[src/core/art5_defs.svh]
`ifndef ART5_DEFS_SVH
`define ART5_DEFS_SVH

// ****************************************
// register addresses on the core register bus
// ****************************************
`define ART5_ADDR_CTRL_A 8'hc0
`define ART5_ADDR_RLD_LO 8'hd2
`define ART5_ADDR_RLD_HI 8'hd3
`define ART5_ADDR_CNT_LO 8'hd4
`define ART5_ADDR_CNT_HI 8'hd5
`define ART5_ADDR_CTRL_B 8'hf1

// ****************************************
// control a bit positions
// ****************************************
`define ART5_BIT_FLAG_H 7
`define ART5_BIT_FLAG_L 6
`define ART5_BIT_LEN 5
`define ART5_BIT_CEN 4
`define ART5_BIT_SPLIT 3
`define ART5_BIT_RUN 2
`define ART5_XSEL_MSB 1
`define ART5_XSEL_LSB 0

// ****************************************
// control b field positions
// ****************************************
`define ART5_RLSEL_MSB 7
`define ART5_RLSEL_LSB 5
`define ART5_CSEL_MSB 2
`define ART5_CSEL_LSB 0

// ****************************************
// reset values and codes
// ****************************************
`define ART5_RST_BYTE 8'h00
`define ART5_RST_WORD 16'h0000
`define ART5_RST_XSEL 2'h0
`define ART5_RST_RLSEL 3'h0
`define ART5_RST_CSEL 3'h0
`define ART5_RLSEL_UNIT_A 3'h1
`define ART5_RLSEL_UNIT_B 3'h2
`define ART5_RLSEL_UNIT_D 3'h3
`define ART5_CSEL_SOF 3'h3
`define ART5_BYTE_MAX 8'hff
`define ART5_WORD_MAX 16'hffff

`endif

[src/core/art5_pkg.sv]
package art5_pkg;

  typedef struct packed {
    logic high_byte_overflow_flag;
    logic low_byte_overflow_flag;
    logic low_byte_irq_enable;
    logic capture_enable;
    logic split_mode_select;
    logic run_control;
    logic [1:0] external_clock_select;
    logic [2:0] force_reload_select;
    logic [2:0] capture_source_select;
    logic [15:0] reload;
    logic [15:0] count;
    logic [7:0] rdata;
  } art5_state_t;

  typedef struct packed {
    logic [6:0] level_prev;
  } art5_edge_state_t;

endpackage

[src/core/art5_capture_edge.sv]
`timescale 1ns/1ps
`include "art5_defs.svh"

module art5_capture_edge
  import art5_pkg::*;
(
  input wire logic clk_sys,
  input wire logic reset,
  input wire logic [2:0] capture_source_select,
  input wire logic timer_input_pin,
  input wire logic low_frequency_oscillator,
  input wire logic analog_compare_output,
  input wire logic usb_sof_pulse,
  input wire logic logic_unit_a_output,
  input wire logic logic_unit_b_output,
  input wire logic logic_unit_c_output,
  input wire logic logic_unit_d_output,
  output logic capture_event
);

  art5_edge_state_t st_reg;
  art5_edge_state_t st_next;
  logic [7:0] level_now;
  logic [7:0] falls;

  // every level source is tracked, so a change of select gives no false edge
  always_comb begin
    level_now = {logic_unit_d_output, logic_unit_c_output, logic_unit_b_output,
                 logic_unit_a_output, 1'b0, analog_compare_output,
                 low_frequency_oscillator, timer_input_pin};
    st_next.level_prev = {level_now[7:4], level_now[2:0]};
    falls = {st_reg.level_prev[6:3], 1'b0, st_reg.level_prev[2:0]} & ~level_now;
    // start-of-frame is already an event pulse, not a level
    if (capture_source_select == `ART5_CSEL_SOF) begin
      capture_event = usb_sof_pulse;
    end else begin
      capture_event = falls[capture_source_select];
    end
  end

  always_ff @(posedge clk_sys or posedge reset) begin
    if (reset) begin
      st_reg <= '0;
    end else begin
      st_reg <= st_next;
    end
  end

endmodule

[src/core/art5_timer.sv]
`timescale 1ns/1ps
`include "art5_defs.svh"

// Behaviour
// - reload registers hold reload or captured bytes
// - one 16-bit counter or two 8-bit
// - high overflow sets flag, requests interrupt
// - low byte overflow always sets low flag
// - low flag interrupts when low enable set
// - capture copies count into reload pair
// - run gates all, or only high in split
// - external clock select with per-byte choices
// - selected high signal forces counter reload
// - force codes map to logic units a,b,d
// - capture sources mapped, falling edges except frame
// - capture select bits 2:0, reset zero
module art5_timer
  import art5_pkg::*;
(
  input wire logic clk_sys,
  input wire logic reset,
  input wire logic [7:0] sfr_addr,
  input wire logic sfr_wr_en,
  input wire logic sfr_rd_en,
  input wire logic [7:0] sfr_wdata,
  output logic [7:0] sfr_rdata,
  input wire logic [3:0] ext_clock_tick,
  input wire logic low_byte_clock_select,
  input wire logic high_byte_clock_select,
  input wire logic timer_irq_enable,
  input wire logic timer_input_pin,
  input wire logic low_frequency_oscillator,
  input wire logic analog_compare_output,
  input wire logic usb_sof_pulse,
  input wire logic logic_unit_a_output,
  input wire logic logic_unit_b_output,
  input wire logic logic_unit_c_output,
  input wire logic logic_unit_d_output,
  output logic timer_irq_req
);

  art5_state_t st_reg;
  art5_state_t st_next;
  logic ext_tick;
  logic tick_lo;
  logic tick_hi;
  logic en_lo;
  logic en_hi;
  logic ovf_lo;
  logic ovf_hi;
  logic force_reload;
  logic cap_event;
  logic cap_take;
  logic wr_ctrl_a;

  // ****************************************
  // capture source
  // ****************************************
  art5_capture_edge u_edge (
    .clk_sys(clk_sys),
    .reset(reset),
    .capture_source_select(st_reg.capture_source_select),
    .timer_input_pin(timer_input_pin),
    .low_frequency_oscillator(low_frequency_oscillator),
    .analog_compare_output(analog_compare_output),
    .usb_sof_pulse(usb_sof_pulse),
    .logic_unit_a_output(logic_unit_a_output),
    .logic_unit_b_output(logic_unit_b_output),
    .logic_unit_c_output(logic_unit_c_output),
    .logic_unit_d_output(logic_unit_d_output),
    .capture_event(cap_event)
  );

  // ****************************************
  // count engine and register file
  // ****************************************
  always_comb begin
    st_next = st_reg;
    wr_ctrl_a = sfr_wr_en && (sfr_addr == `ART5_ADDR_CTRL_A);
    ext_tick = ext_clock_tick[st_reg.external_clock_select];
    tick_lo = low_byte_clock_select ? ext_tick : 1'b1;
    tick_hi = high_byte_clock_select ? ext_tick : 1'b1;
    if (st_reg.split_mode_select) begin
      en_lo = tick_lo;
      en_hi = st_reg.run_control && tick_hi;
    end else begin
      en_lo = st_reg.run_control && tick_lo;
      en_hi = en_lo && (st_reg.count[7:0] == `ART5_BYTE_MAX);
    end
    ovf_lo = en_lo && (st_reg.count[7:0] == `ART5_BYTE_MAX);
    ovf_hi = en_hi && (st_reg.count[15:8] == `ART5_BYTE_MAX);
    unique case (st_reg.force_reload_select)
      `ART5_RLSEL_UNIT_A: force_reload = logic_unit_a_output;
      `ART5_RLSEL_UNIT_B: force_reload = logic_unit_b_output;
      `ART5_RLSEL_UNIT_D: force_reload = logic_unit_d_output;
      default: force_reload = 1'b0;
    endcase
    cap_take = st_reg.capture_enable && cap_event;

    // capture mode wraps to zero, the reload pair holds captures there
    if (en_lo) begin
      if (!st_reg.capture_enable &&
          (st_reg.split_mode_select ? ovf_lo : ovf_hi)) begin
        st_next.count[7:0] = st_reg.reload[7:0];
      end else begin
        st_next.count[7:0] = st_reg.count[7:0] + 8'h01;
      end
    end
    if (en_hi) begin
      if (!st_reg.capture_enable && ovf_hi) begin
        st_next.count[15:8] = st_reg.reload[15:8];
      end else begin
        st_next.count[15:8] = st_reg.count[15:8] + 8'h01;
      end
    end
    if (force_reload) begin
      st_next.count = st_reg.reload;
    end

    // register writes; hardware flag sets win over the write
    if (sfr_wr_en) begin
      unique case (sfr_addr)
        `ART5_ADDR_CTRL_A: begin
          st_next.high_byte_overflow_flag = sfr_wdata[`ART5_BIT_FLAG_H];
          st_next.low_byte_overflow_flag = sfr_wdata[`ART5_BIT_FLAG_L];
          st_next.low_byte_irq_enable = sfr_wdata[`ART5_BIT_LEN];
          st_next.capture_enable = sfr_wdata[`ART5_BIT_CEN];
          st_next.split_mode_select = sfr_wdata[`ART5_BIT_SPLIT];
          st_next.run_control = sfr_wdata[`ART5_BIT_RUN];
          st_next.external_clock_select = sfr_wdata[`ART5_XSEL_MSB:`ART5_XSEL_LSB];
        end
        `ART5_ADDR_RLD_LO: st_next.reload[7:0] = sfr_wdata;
        `ART5_ADDR_RLD_HI: st_next.reload[15:8] = sfr_wdata;
        `ART5_ADDR_CNT_LO: st_next.count[7:0] = sfr_wdata;
        `ART5_ADDR_CNT_HI: st_next.count[15:8] = sfr_wdata;
        `ART5_ADDR_CTRL_B: begin
          st_next.force_reload_select = sfr_wdata[`ART5_RLSEL_MSB:`ART5_RLSEL_LSB];
          st_next.capture_source_select = sfr_wdata[`ART5_CSEL_MSB:`ART5_CSEL_LSB];
        end
        default: begin
        end
      endcase
    end
    if (cap_take) begin
      st_next.reload = st_reg.count;
    end
    if (ovf_hi || cap_take) begin
      st_next.high_byte_overflow_flag = 1'b1;
    end
    if (ovf_lo) begin
      st_next.low_byte_overflow_flag = 1'b1;
    end

    // read data lands one cycle after the strobe; unmapped reads zero
    if (sfr_rd_en) begin
      unique case (sfr_addr)
        `ART5_ADDR_CTRL_A: st_next.rdata = {st_reg.high_byte_overflow_flag,
            st_reg.low_byte_overflow_flag, st_reg.low_byte_irq_enable,
            st_reg.capture_enable, st_reg.split_mode_select,
            st_reg.run_control, st_reg.external_clock_select};
        `ART5_ADDR_RLD_LO: st_next.rdata = st_reg.reload[7:0];
        `ART5_ADDR_RLD_HI: st_next.rdata = st_reg.reload[15:8];
        `ART5_ADDR_CNT_LO: st_next.rdata = st_reg.count[7:0];
        `ART5_ADDR_CNT_HI: st_next.rdata = st_reg.count[15:8];
        `ART5_ADDR_CTRL_B: st_next.rdata = {st_reg.force_reload_select, 2'h0,
            st_reg.capture_source_select};
        default: st_next.rdata = `ART5_RST_BYTE;
      endcase
    end
  end

  always_ff @(posedge clk_sys or posedge reset) begin
    if (reset) begin
      st_reg.high_byte_overflow_flag <= 1'b0;
      st_reg.low_byte_overflow_flag <= 1'b0;
      st_reg.low_byte_irq_enable <= 1'b0;
      st_reg.capture_enable <= 1'b0;
      st_reg.split_mode_select <= 1'b0;
      st_reg.run_control <= 1'b0;
      st_reg.external_clock_select <= `ART5_RST_XSEL;
      st_reg.force_reload_select <= `ART5_RST_RLSEL;
      st_reg.capture_source_select <= `ART5_RST_CSEL;
      st_reg.reload <= `ART5_RST_WORD;
      st_reg.count <= `ART5_RST_WORD;
      st_reg.rdata <= `ART5_RST_BYTE;
    end else begin
      st_reg <= st_next;
    end
  end

  assign sfr_rdata = st_reg.rdata;
  // flags stay until software writes them to zero
  assign timer_irq_req = timer_irq_enable && (st_reg.high_byte_overflow_flag ||
      (st_reg.low_byte_overflow_flag && st_reg.low_byte_irq_enable));
endmodule

[config.mk]
export PLATFORM = sky130hd
export DESIGN_NAME = art5_timer
export DESIGN_NICKNAME = d
export VERILOG_FILES = /design/src/core/art5_pkg.sv /design/src/core/art5_capture_edge.sv /design/src/core/art5_timer.sv
export VERILOG_INCLUDE_DIRS = /design/src /design/src/core
export SDC_FILE = /design/constraint.sdc
export NUM_CORES = 1
export LEC_CHECK = 0
export BUFFER_PORTS_ARGS = -buffer_cell sky130_fd_sc_hd__buf_2
export CAP_MARGIN = 10
export CORE_MARGIN = 2
export CORE_UTILIZATION = 63
export DETAILED_ROUTE_END_ITERATION = 10
export GPL_TIMING_DRIVEN = 1
export PLACE_DENSITY_LB_ADDON = 0.08
export SLEW_MARGIN = 40
export SYNTH_ARGS = -nofsm -noshare
export SYNTH_HDL_FRONTEND = slang
export SYNTH_SLANG_ARGS = --single-unit
export TNS_END_PERCENT = 20
[constraint.sdc]
create_clock -name clk_sys -period 6.9 [get_ports clk_sys]
set_input_delay 1.38 -clock clk_sys [delete_from_list [all_inputs] [get_ports clk_sys]]
set_output_delay 1.38 -clock clk_sys [all_outputs]
set_load 0.01 [all_outputs]
==> run summary, run 1 <==
Status: finished, final reports clean
Final setup fails: 0
Root Buffer: clkbuf_8
Final core utilization: 72.1%
Post-CTS Setup Inserts: 0
Worst VDD drop: 0.240 mV
ANT nets after route: 0
Port buffer count: 43
Tcrit/Tclk final: 50.0%
CTS H-tree depth: 3
Synthesis-to-layout area growth: 10.9%
Max Clk Rate: 0.290 GHz
Fill cells: 455
Area of the core: 0.00589 mm^2
Seq cells post-synth: 61
Final routed DRC violation total: 0
Resize count post-CTS: 0
Cells after synthesis: 386
Worst-path clk slew: 70 ps
Post-DP HPWL: 7670 um
Gpl congestion: 1.03
Initial antenna violation count: 0
Worst hold slack: 528 ps
Worst min-delay path category: reg -> reg
Register area: 0.00153 mm^2
Syn Std Cell Area: 0.00383 mm^2
Num rows: 28
Worst Clk Skew: 9.98 ps
Seq/Total Area, Yosys: 39.9%
Max Slew Vio Count: 0
CP endpoint kind: flip-flop
Worst-Margin Slew: 777 ps
Vias after detailed routing: 3420
CTS tree: built
Post-synth top area cell: dfrtp_1
Crit path DAT: 3680 ps
TritonCTS buffer count: 9
Main flop type after synthesis: dfrtp_1
GRT overflow: 0
Most frequent cells in the layout: 61 x dfrtp_1, 47 x mux2_2, 43 x buf_2
Final Net Count: 452
Gr usage total: 33.7%
Final WL: 10800 um
Layout cell share with drive strength beyond 1: 29.3%
Die W: 81.9 um
Ranking of synthesized cells by area: dfrtp_1 40%, mux2_2 14%, mux2i_1 3.1%, nor2_1 2.6%, nand3_1 2.2%
Initial DRT Pass Iterations: 5
PwrDens: 267 mW/mm^2
Crit path largest cell delay: 510 ps
Crit-path max FO: 11
Top-level port count: 44
Mapped Avg Cell Area: 9.91 um^2
Worst path cell trace: buf_2 -> nor2b_1 -> and3_1 -> and3_1 -> mux2_2 -> mux2_2
Fin Setup TNS: 0 ps
Die extent in y: 81.9 um
DR vias/cell: 6.91
Unrepaired setup endpoints after global routing: false
First-pass GRT wire length: 16500 um
CTS sink cnt: 61
CP Launch Type: input pin
Leakage power: 1.85 nW
Unique masters post-synth: 65
Wire length per cell: 21.7 um
Max reg flops: 46
Initial DRC count: 393
Max-cap viol count: 0
Syn Nets: 423
EDFF count, synth: 0
Commonest non-fill, non-tap cell in the layout: dfrtp_1
Hold Vio Cnt, Final: 0
Area occupied by multi-input gates: 0.00210 mm^2
Share of the synthesized area in the top cell type: 39.9%
Die footprint: 0.00671 mm^2
Final min period: 3450 ps
Crit-path slowest cell: nor2b_1
Vias in the first global route: 3155
Clk_lat worst skew: 350 ps
Cts hold-fix bufs: 0
Clk buf depth: 2
Slew headroom: 48.2%
Pin count of the biggest net entering global routing: 62
Synth warn: 0
Initial core utilization: 65.0%
WS Path Type: in -> reg
Asr flop ratio synth: 100%
Ant diodes: 0
Worst EP required: 7130 ps
==> area by class of cell <==
cell class / instances / area share (%)
inverters: 13 / 1.15
repair buffers: 47 / 5.87
flip-flops and latches: 61 / 36.0
clock inverters: 7 / 2.33
well taps: 75 / 2.21
clock buffers: 9 / 2.92
multi-input cells: 283 / 49.5
==> metrics by stage <==
stage | setup slack (ps) | total power [W] | std cells | cell area, um^2
final | 3450 | 0.00113 | 495 | 4240
after global routing | 3380 | 0.00119 | 495 | 4240
after global placement | 3300 | 0.000758 | 479 | 4000
after CTS | 3520 | 0.00112 | 495 | 4220
after floorplan | 3820 | 0.000681 | 386 | 3830
after detailed placement | 3170 | 0.000768 | 479 | 4000
==> cell usage after synthesis (all sizes together) (2+ instances only) <==
cell type	count
o221a	2
nand4b	2
nand4	3
mux2i	12
or3	4
nor4	8
ha	2
a221oi	9
a32oi	2
a2bb2oi	3
or4	3
a22oi	11
a221o	2
inv	13
o21ai	15
nand2	20
nor2b	6
a31oi	12
and4	2
buf	19
mux2	48
o311ai	2
and2	4
o31a	2
nor2	26
o22ai	4
a211oi	7
and3	4
clkbuf	10
dfrtp	61
a21oi	10
nor3	13
a22o	7
nand3	17
==> worst paths after layout <==
| kind | slack (ps) | endpoint | startpoint | depth (start not counted) |
|---|---|---|---|---|
| min in group asynchronous | 1150 | u_edge.st_reg[5] | reset | 3 |
| max in group asynchronous | 5350 | st_reg[12] | reset | 3 |
| max reg2reg | 4050 | st_reg[15] | st_reg[8] | 6 |
| max | 3450 | st_reg[32] | sfr_addr[1] | 6 |
| min reg2reg | 530 | sfr_rdata[3] | sfr_rdata[3] | 2 |
| min | 530 | sfr_rdata[3] | sfr_rdata[3] | 2 |
==> metal layers <==
| layer | part of all wire [%] | GRT usage [%] | wire length [um] | up-vias |
|---|---|---|---|---|
| met5 | 0 | 0 | 0 | - |
| met4 | 4.2 | 16.2 | 449 | 0 |
| met3 | 10 | 6.37 | 1080 | 43 |
| met2 | 44 | 51.1 | 4740 | 214 |
| met1 | 42 | 46.6 | 4480 | 1617 |
| li1 | - | - | - | 1546 |
==> logic make-up (layout without fill, tap and decap cells) <==
kind of cell               Yosys count  after routing  share of synthesized area [%]
AOI/OAI and AO/OA                  101            101                           19.3
xor gates and xnor gates             1              1                          0.229
adders and majority gates            2              2                          0.654
buffers and inverters               42             76                           5.56
DFF                                 61             61                           39.9
muxes                               61             61                           18.0
and+or+nand+nor                    118            118                           16.4
==> report_power, final <==
group / internal (W) / leakage, nW / total, W / switching (W)
registers: 0.000421 / 0.785 / 0.000532 / 0.000111
logic: 0.000129 / 0.960 / 0.000242 / 0.000113
clock network: 0.000205 / 0.110 / 0.000357 / 0.000152
total: 0.000755 / 1.85 / 0.00113 / 0.000376
==> worst max-delay path, delay by kind of cell <==
family	cells	cell delay, ps
buffers and inverters	1	150
muxes	2	650
and+or+nand+nor	3	1500
Note: power is estimated with default switching activity, not from simulation.
==> run 2, diff against run 1 <==
--- a/config.mk
+++ b/config.mk
@@ -9,7 +9,7 @@
 export BUFFER_PORTS_ARGS = -buffer_cell sky130_fd_sc_hd__buf_2
 export CAP_MARGIN = 10
 export CORE_MARGIN = 2
-export CORE_UTILIZATION = 63
+export CORE_UTILIZATION = 53
 export DETAILED_ROUTE_END_ITERATION = 10
 export GPL_TIMING_DRIVEN = 1
 export PLACE_DENSITY_LB_ADDON = 0.08
==> constraint.sdc (replaced) <==
create_clock -name clk_sys -period 3.1 [get_ports clk_sys]
set_input_delay 0.62 -clock clk_sys [delete_from_list [all_inputs] [get_ports clk_sys]]
set_output_delay 0.62 -clock clk_sys [all_outputs]
set_load 0.01 [all_outputs]
==> run summary, run 2 (synthesized netlist as in run 1, its figures left out) <==
Commonest non-fill, non-tap cell in the layout: dfrtp_1 (unchanged)
Ant diodes: 0 (unchanged)
Pin count of the biggest net entering global routing: 26 (was 62)
Worst hold slack: 291 ps (was 528 ps)
Die extent in y: 89.0 um (was 81.9 um)
Worst-path clk slew: 80 ps (was 70 ps)
PwrDens: 569 mW/mm^2 (was 267 mW/mm^2)
Die footprint: 0.00791 mm^2 (was 0.00671 mm^2)
Fin Setup TNS: 0 ps (unchanged)
Top-level port count: 44 (unchanged)
Initial DRT Pass Iterations: 5 (unchanged)
Final Net Count: 460 (was 452)
Leakage power: 1.88 nW (was 1.85 nW)
Clk buf depth: 2 (unchanged)
Total chip power: 0.00244 W (was 0.00113 W)
Gpl congestion: 0.887 (was 1.03)
First-pass GRT wire length: 17400 um (was 16500 um)
Die W: 89.0 um (was 81.9 um)
Root Buffer: clkbuf_8 (unchanged)
Clk_lat worst skew: 350 ps (about the same)
Final core utilization: 62.1% (was 72.1%)
Hold Vio Cnt, Final: 0 (unchanged)
Placed cell area: 0.00409 mm^2 (was 0.00400 mm^2)
Worst Clk Skew: 13.4 ps (was 9.98 ps)
Crit-path max FO: 9 (was 11)
GRT overflow: 0 (unchanged)
Max Clk Rate: 0.363 GHz
Max reg flops: 46 (unchanged)
Status: finished, final reports clean (unchanged)
Final routed DRC violation total: 0 (unchanged)
Worst EP required: 3340 ps (was 7130 ps)
Num rows: 30 (was 28)
Unrepaired setup endpoints after global routing: false (unchanged)
WS Path Type: reg -> reg (was in -> reg)
Post-CTS Setup Inserts: 0 (unchanged)
Max Slew Vio Count: 0 (unchanged)
Tcrit/Tclk final: 88.9%
Final Cell Area: 0.00429 mm^2 (was 0.00424 mm^2)
Final WL: 11100 um (was 10800 um)
Worst min-delay path category: in -> async (was reg -> reg)
Crit path largest cell delay: 740 ps (was 510 ps)
Resize count post-CTS: 0 (unchanged)
Final setup fails: 0 (unchanged)
Gr usage total: 29.8% (was 33.7%)
Worst VDD drop: 0.330 mV (was 0.240 mV)
TritonCTS buffer count: 9 (unchanged)
ANT nets after route: 0 (unchanged)
Crit path DAT: 2990 ps (was 3680 ps)
Synthesis-to-layout area growth: 12.2% (was 10.9%)
Initial antenna violation count: 0 (unchanged)
Most frequent cells in the layout: 61 x dfrtp_1, 47 x mux2_2, 43 x buf_2 (unchanged)
Initial core utilization: 55.4% (was 65.0%)
Wire length per cell: 21.1 um (was 21.7 um)
CP endpoint kind: flip-flop (unchanged)
Cts hold-fix bufs: 0 (unchanged)
Final min period: 2750 ps
DR vias/cell: 6.48 (was 6.91)
Worst path cell trace: ha_1 -> and3_1 -> nand4_1 -> or4_1 -> mux2_4 -> a221o_1 (was buf_2 -> nor2b_1 -> and3_1 -> and3_1 -> mux2_2 -> mux2_2)
Slew headroom: 51.0% (was 48.2%)
Area of the core: 0.00691 mm^2 (was 0.00589 mm^2)
Vias in the first global route: 3269 (was 3155)
Layout cell share with drive strength beyond 1: 30.4% (was 29.3%)
Post-DP HPWL: 7970 um (was 7670 um)
CTS sink cnt: 61 (unchanged)
Crit-path slowest cell: or4_1 (was nor2b_1)
Port buffer count: 43 (unchanged)
CTS H-tree depth: 3 (unchanged)
Vias after detailed routing: 3396 (was 3420)
CTS tree: built (unchanged)
Max-cap viol count: 0 (unchanged)
CP Launch Type: flip-flop (was input pin)
Initial DRC count: 359 (was 393)
Worst-Margin Slew: 730 ps (was 777 ps)
-- run 2: cell count changes in the layout (fill, tap and decap cells not counted), sizes merged --
cell / previous run / this run
buf: 47 / 55
bufinv: 2 / 1
clkinv: 3 / 0
clkinvlp: 1 / 2
inv: 14 / 17
-- run 2: final timing paths --
check	start	to	slack, ps	cells past startpoint
max	st_reg[8]	st_reg[15]	350	6
min	reset	u_edge.st_reg[3]	290	2
max reg2reg	st_reg[8]	st_reg[15]	350	6
min reg2reg	sfr_rdata[4]	sfr_rdata[4]	520	2
max in group asynchronous	reset	st_reg[37]	2100	3
min in group clk_sys	low_frequency_oscillator	u_edge.st_reg[1]	380	1
-- run 2: metal layers --
layer	global-route usage (%)	vias up	share of wire (%)
met5	0	-	0
met4	14.1	0	3.3
met3	5.36	29	8.1
met2	45.2	177	44
met1	41.6	1627	45
li1	-	1563	-
-- run 2: worst max-delay path: cells and delay by family (launching register included) --
kind / cells / cell delay (ps)
adders and majority gates: 1 / 230
and+or+nand+nor: 3 / 1200
AOI/OAI and AO/OA: 1 / 310
muxes: 1 / 380
DFF: 1 / 520
-- run 2: final cells by class --
class	instances	area, um^2
inverter	13	48.8
clock buffer	9	124
sequential	61	1530
tap	96	120
clock inverter	7	80.1
timing repair buffer	55	305
fill	633	2620
multi-input combinational	283	2090
-- run 2: metrics by stage --
stage	worst slack [ps]	cells
floorplan	737	386
global placement	435	508
detailed placement	414	508
CTS	398	524
global route	249	524
finish	345	524
-- run 2: where the power goes --
| group | switching (W) | total, W | internal [W] |
|---|---|---|---|
| sequential | 0.000225 | 0.00116 | 0.000937 |
| combinational | 0.000250 | 0.000540 | 0.000290 |
| clock | 0.000360 | 0.000742 | 0.000382 |
| total | 0.000834 | 0.00244 | 0.00161 |
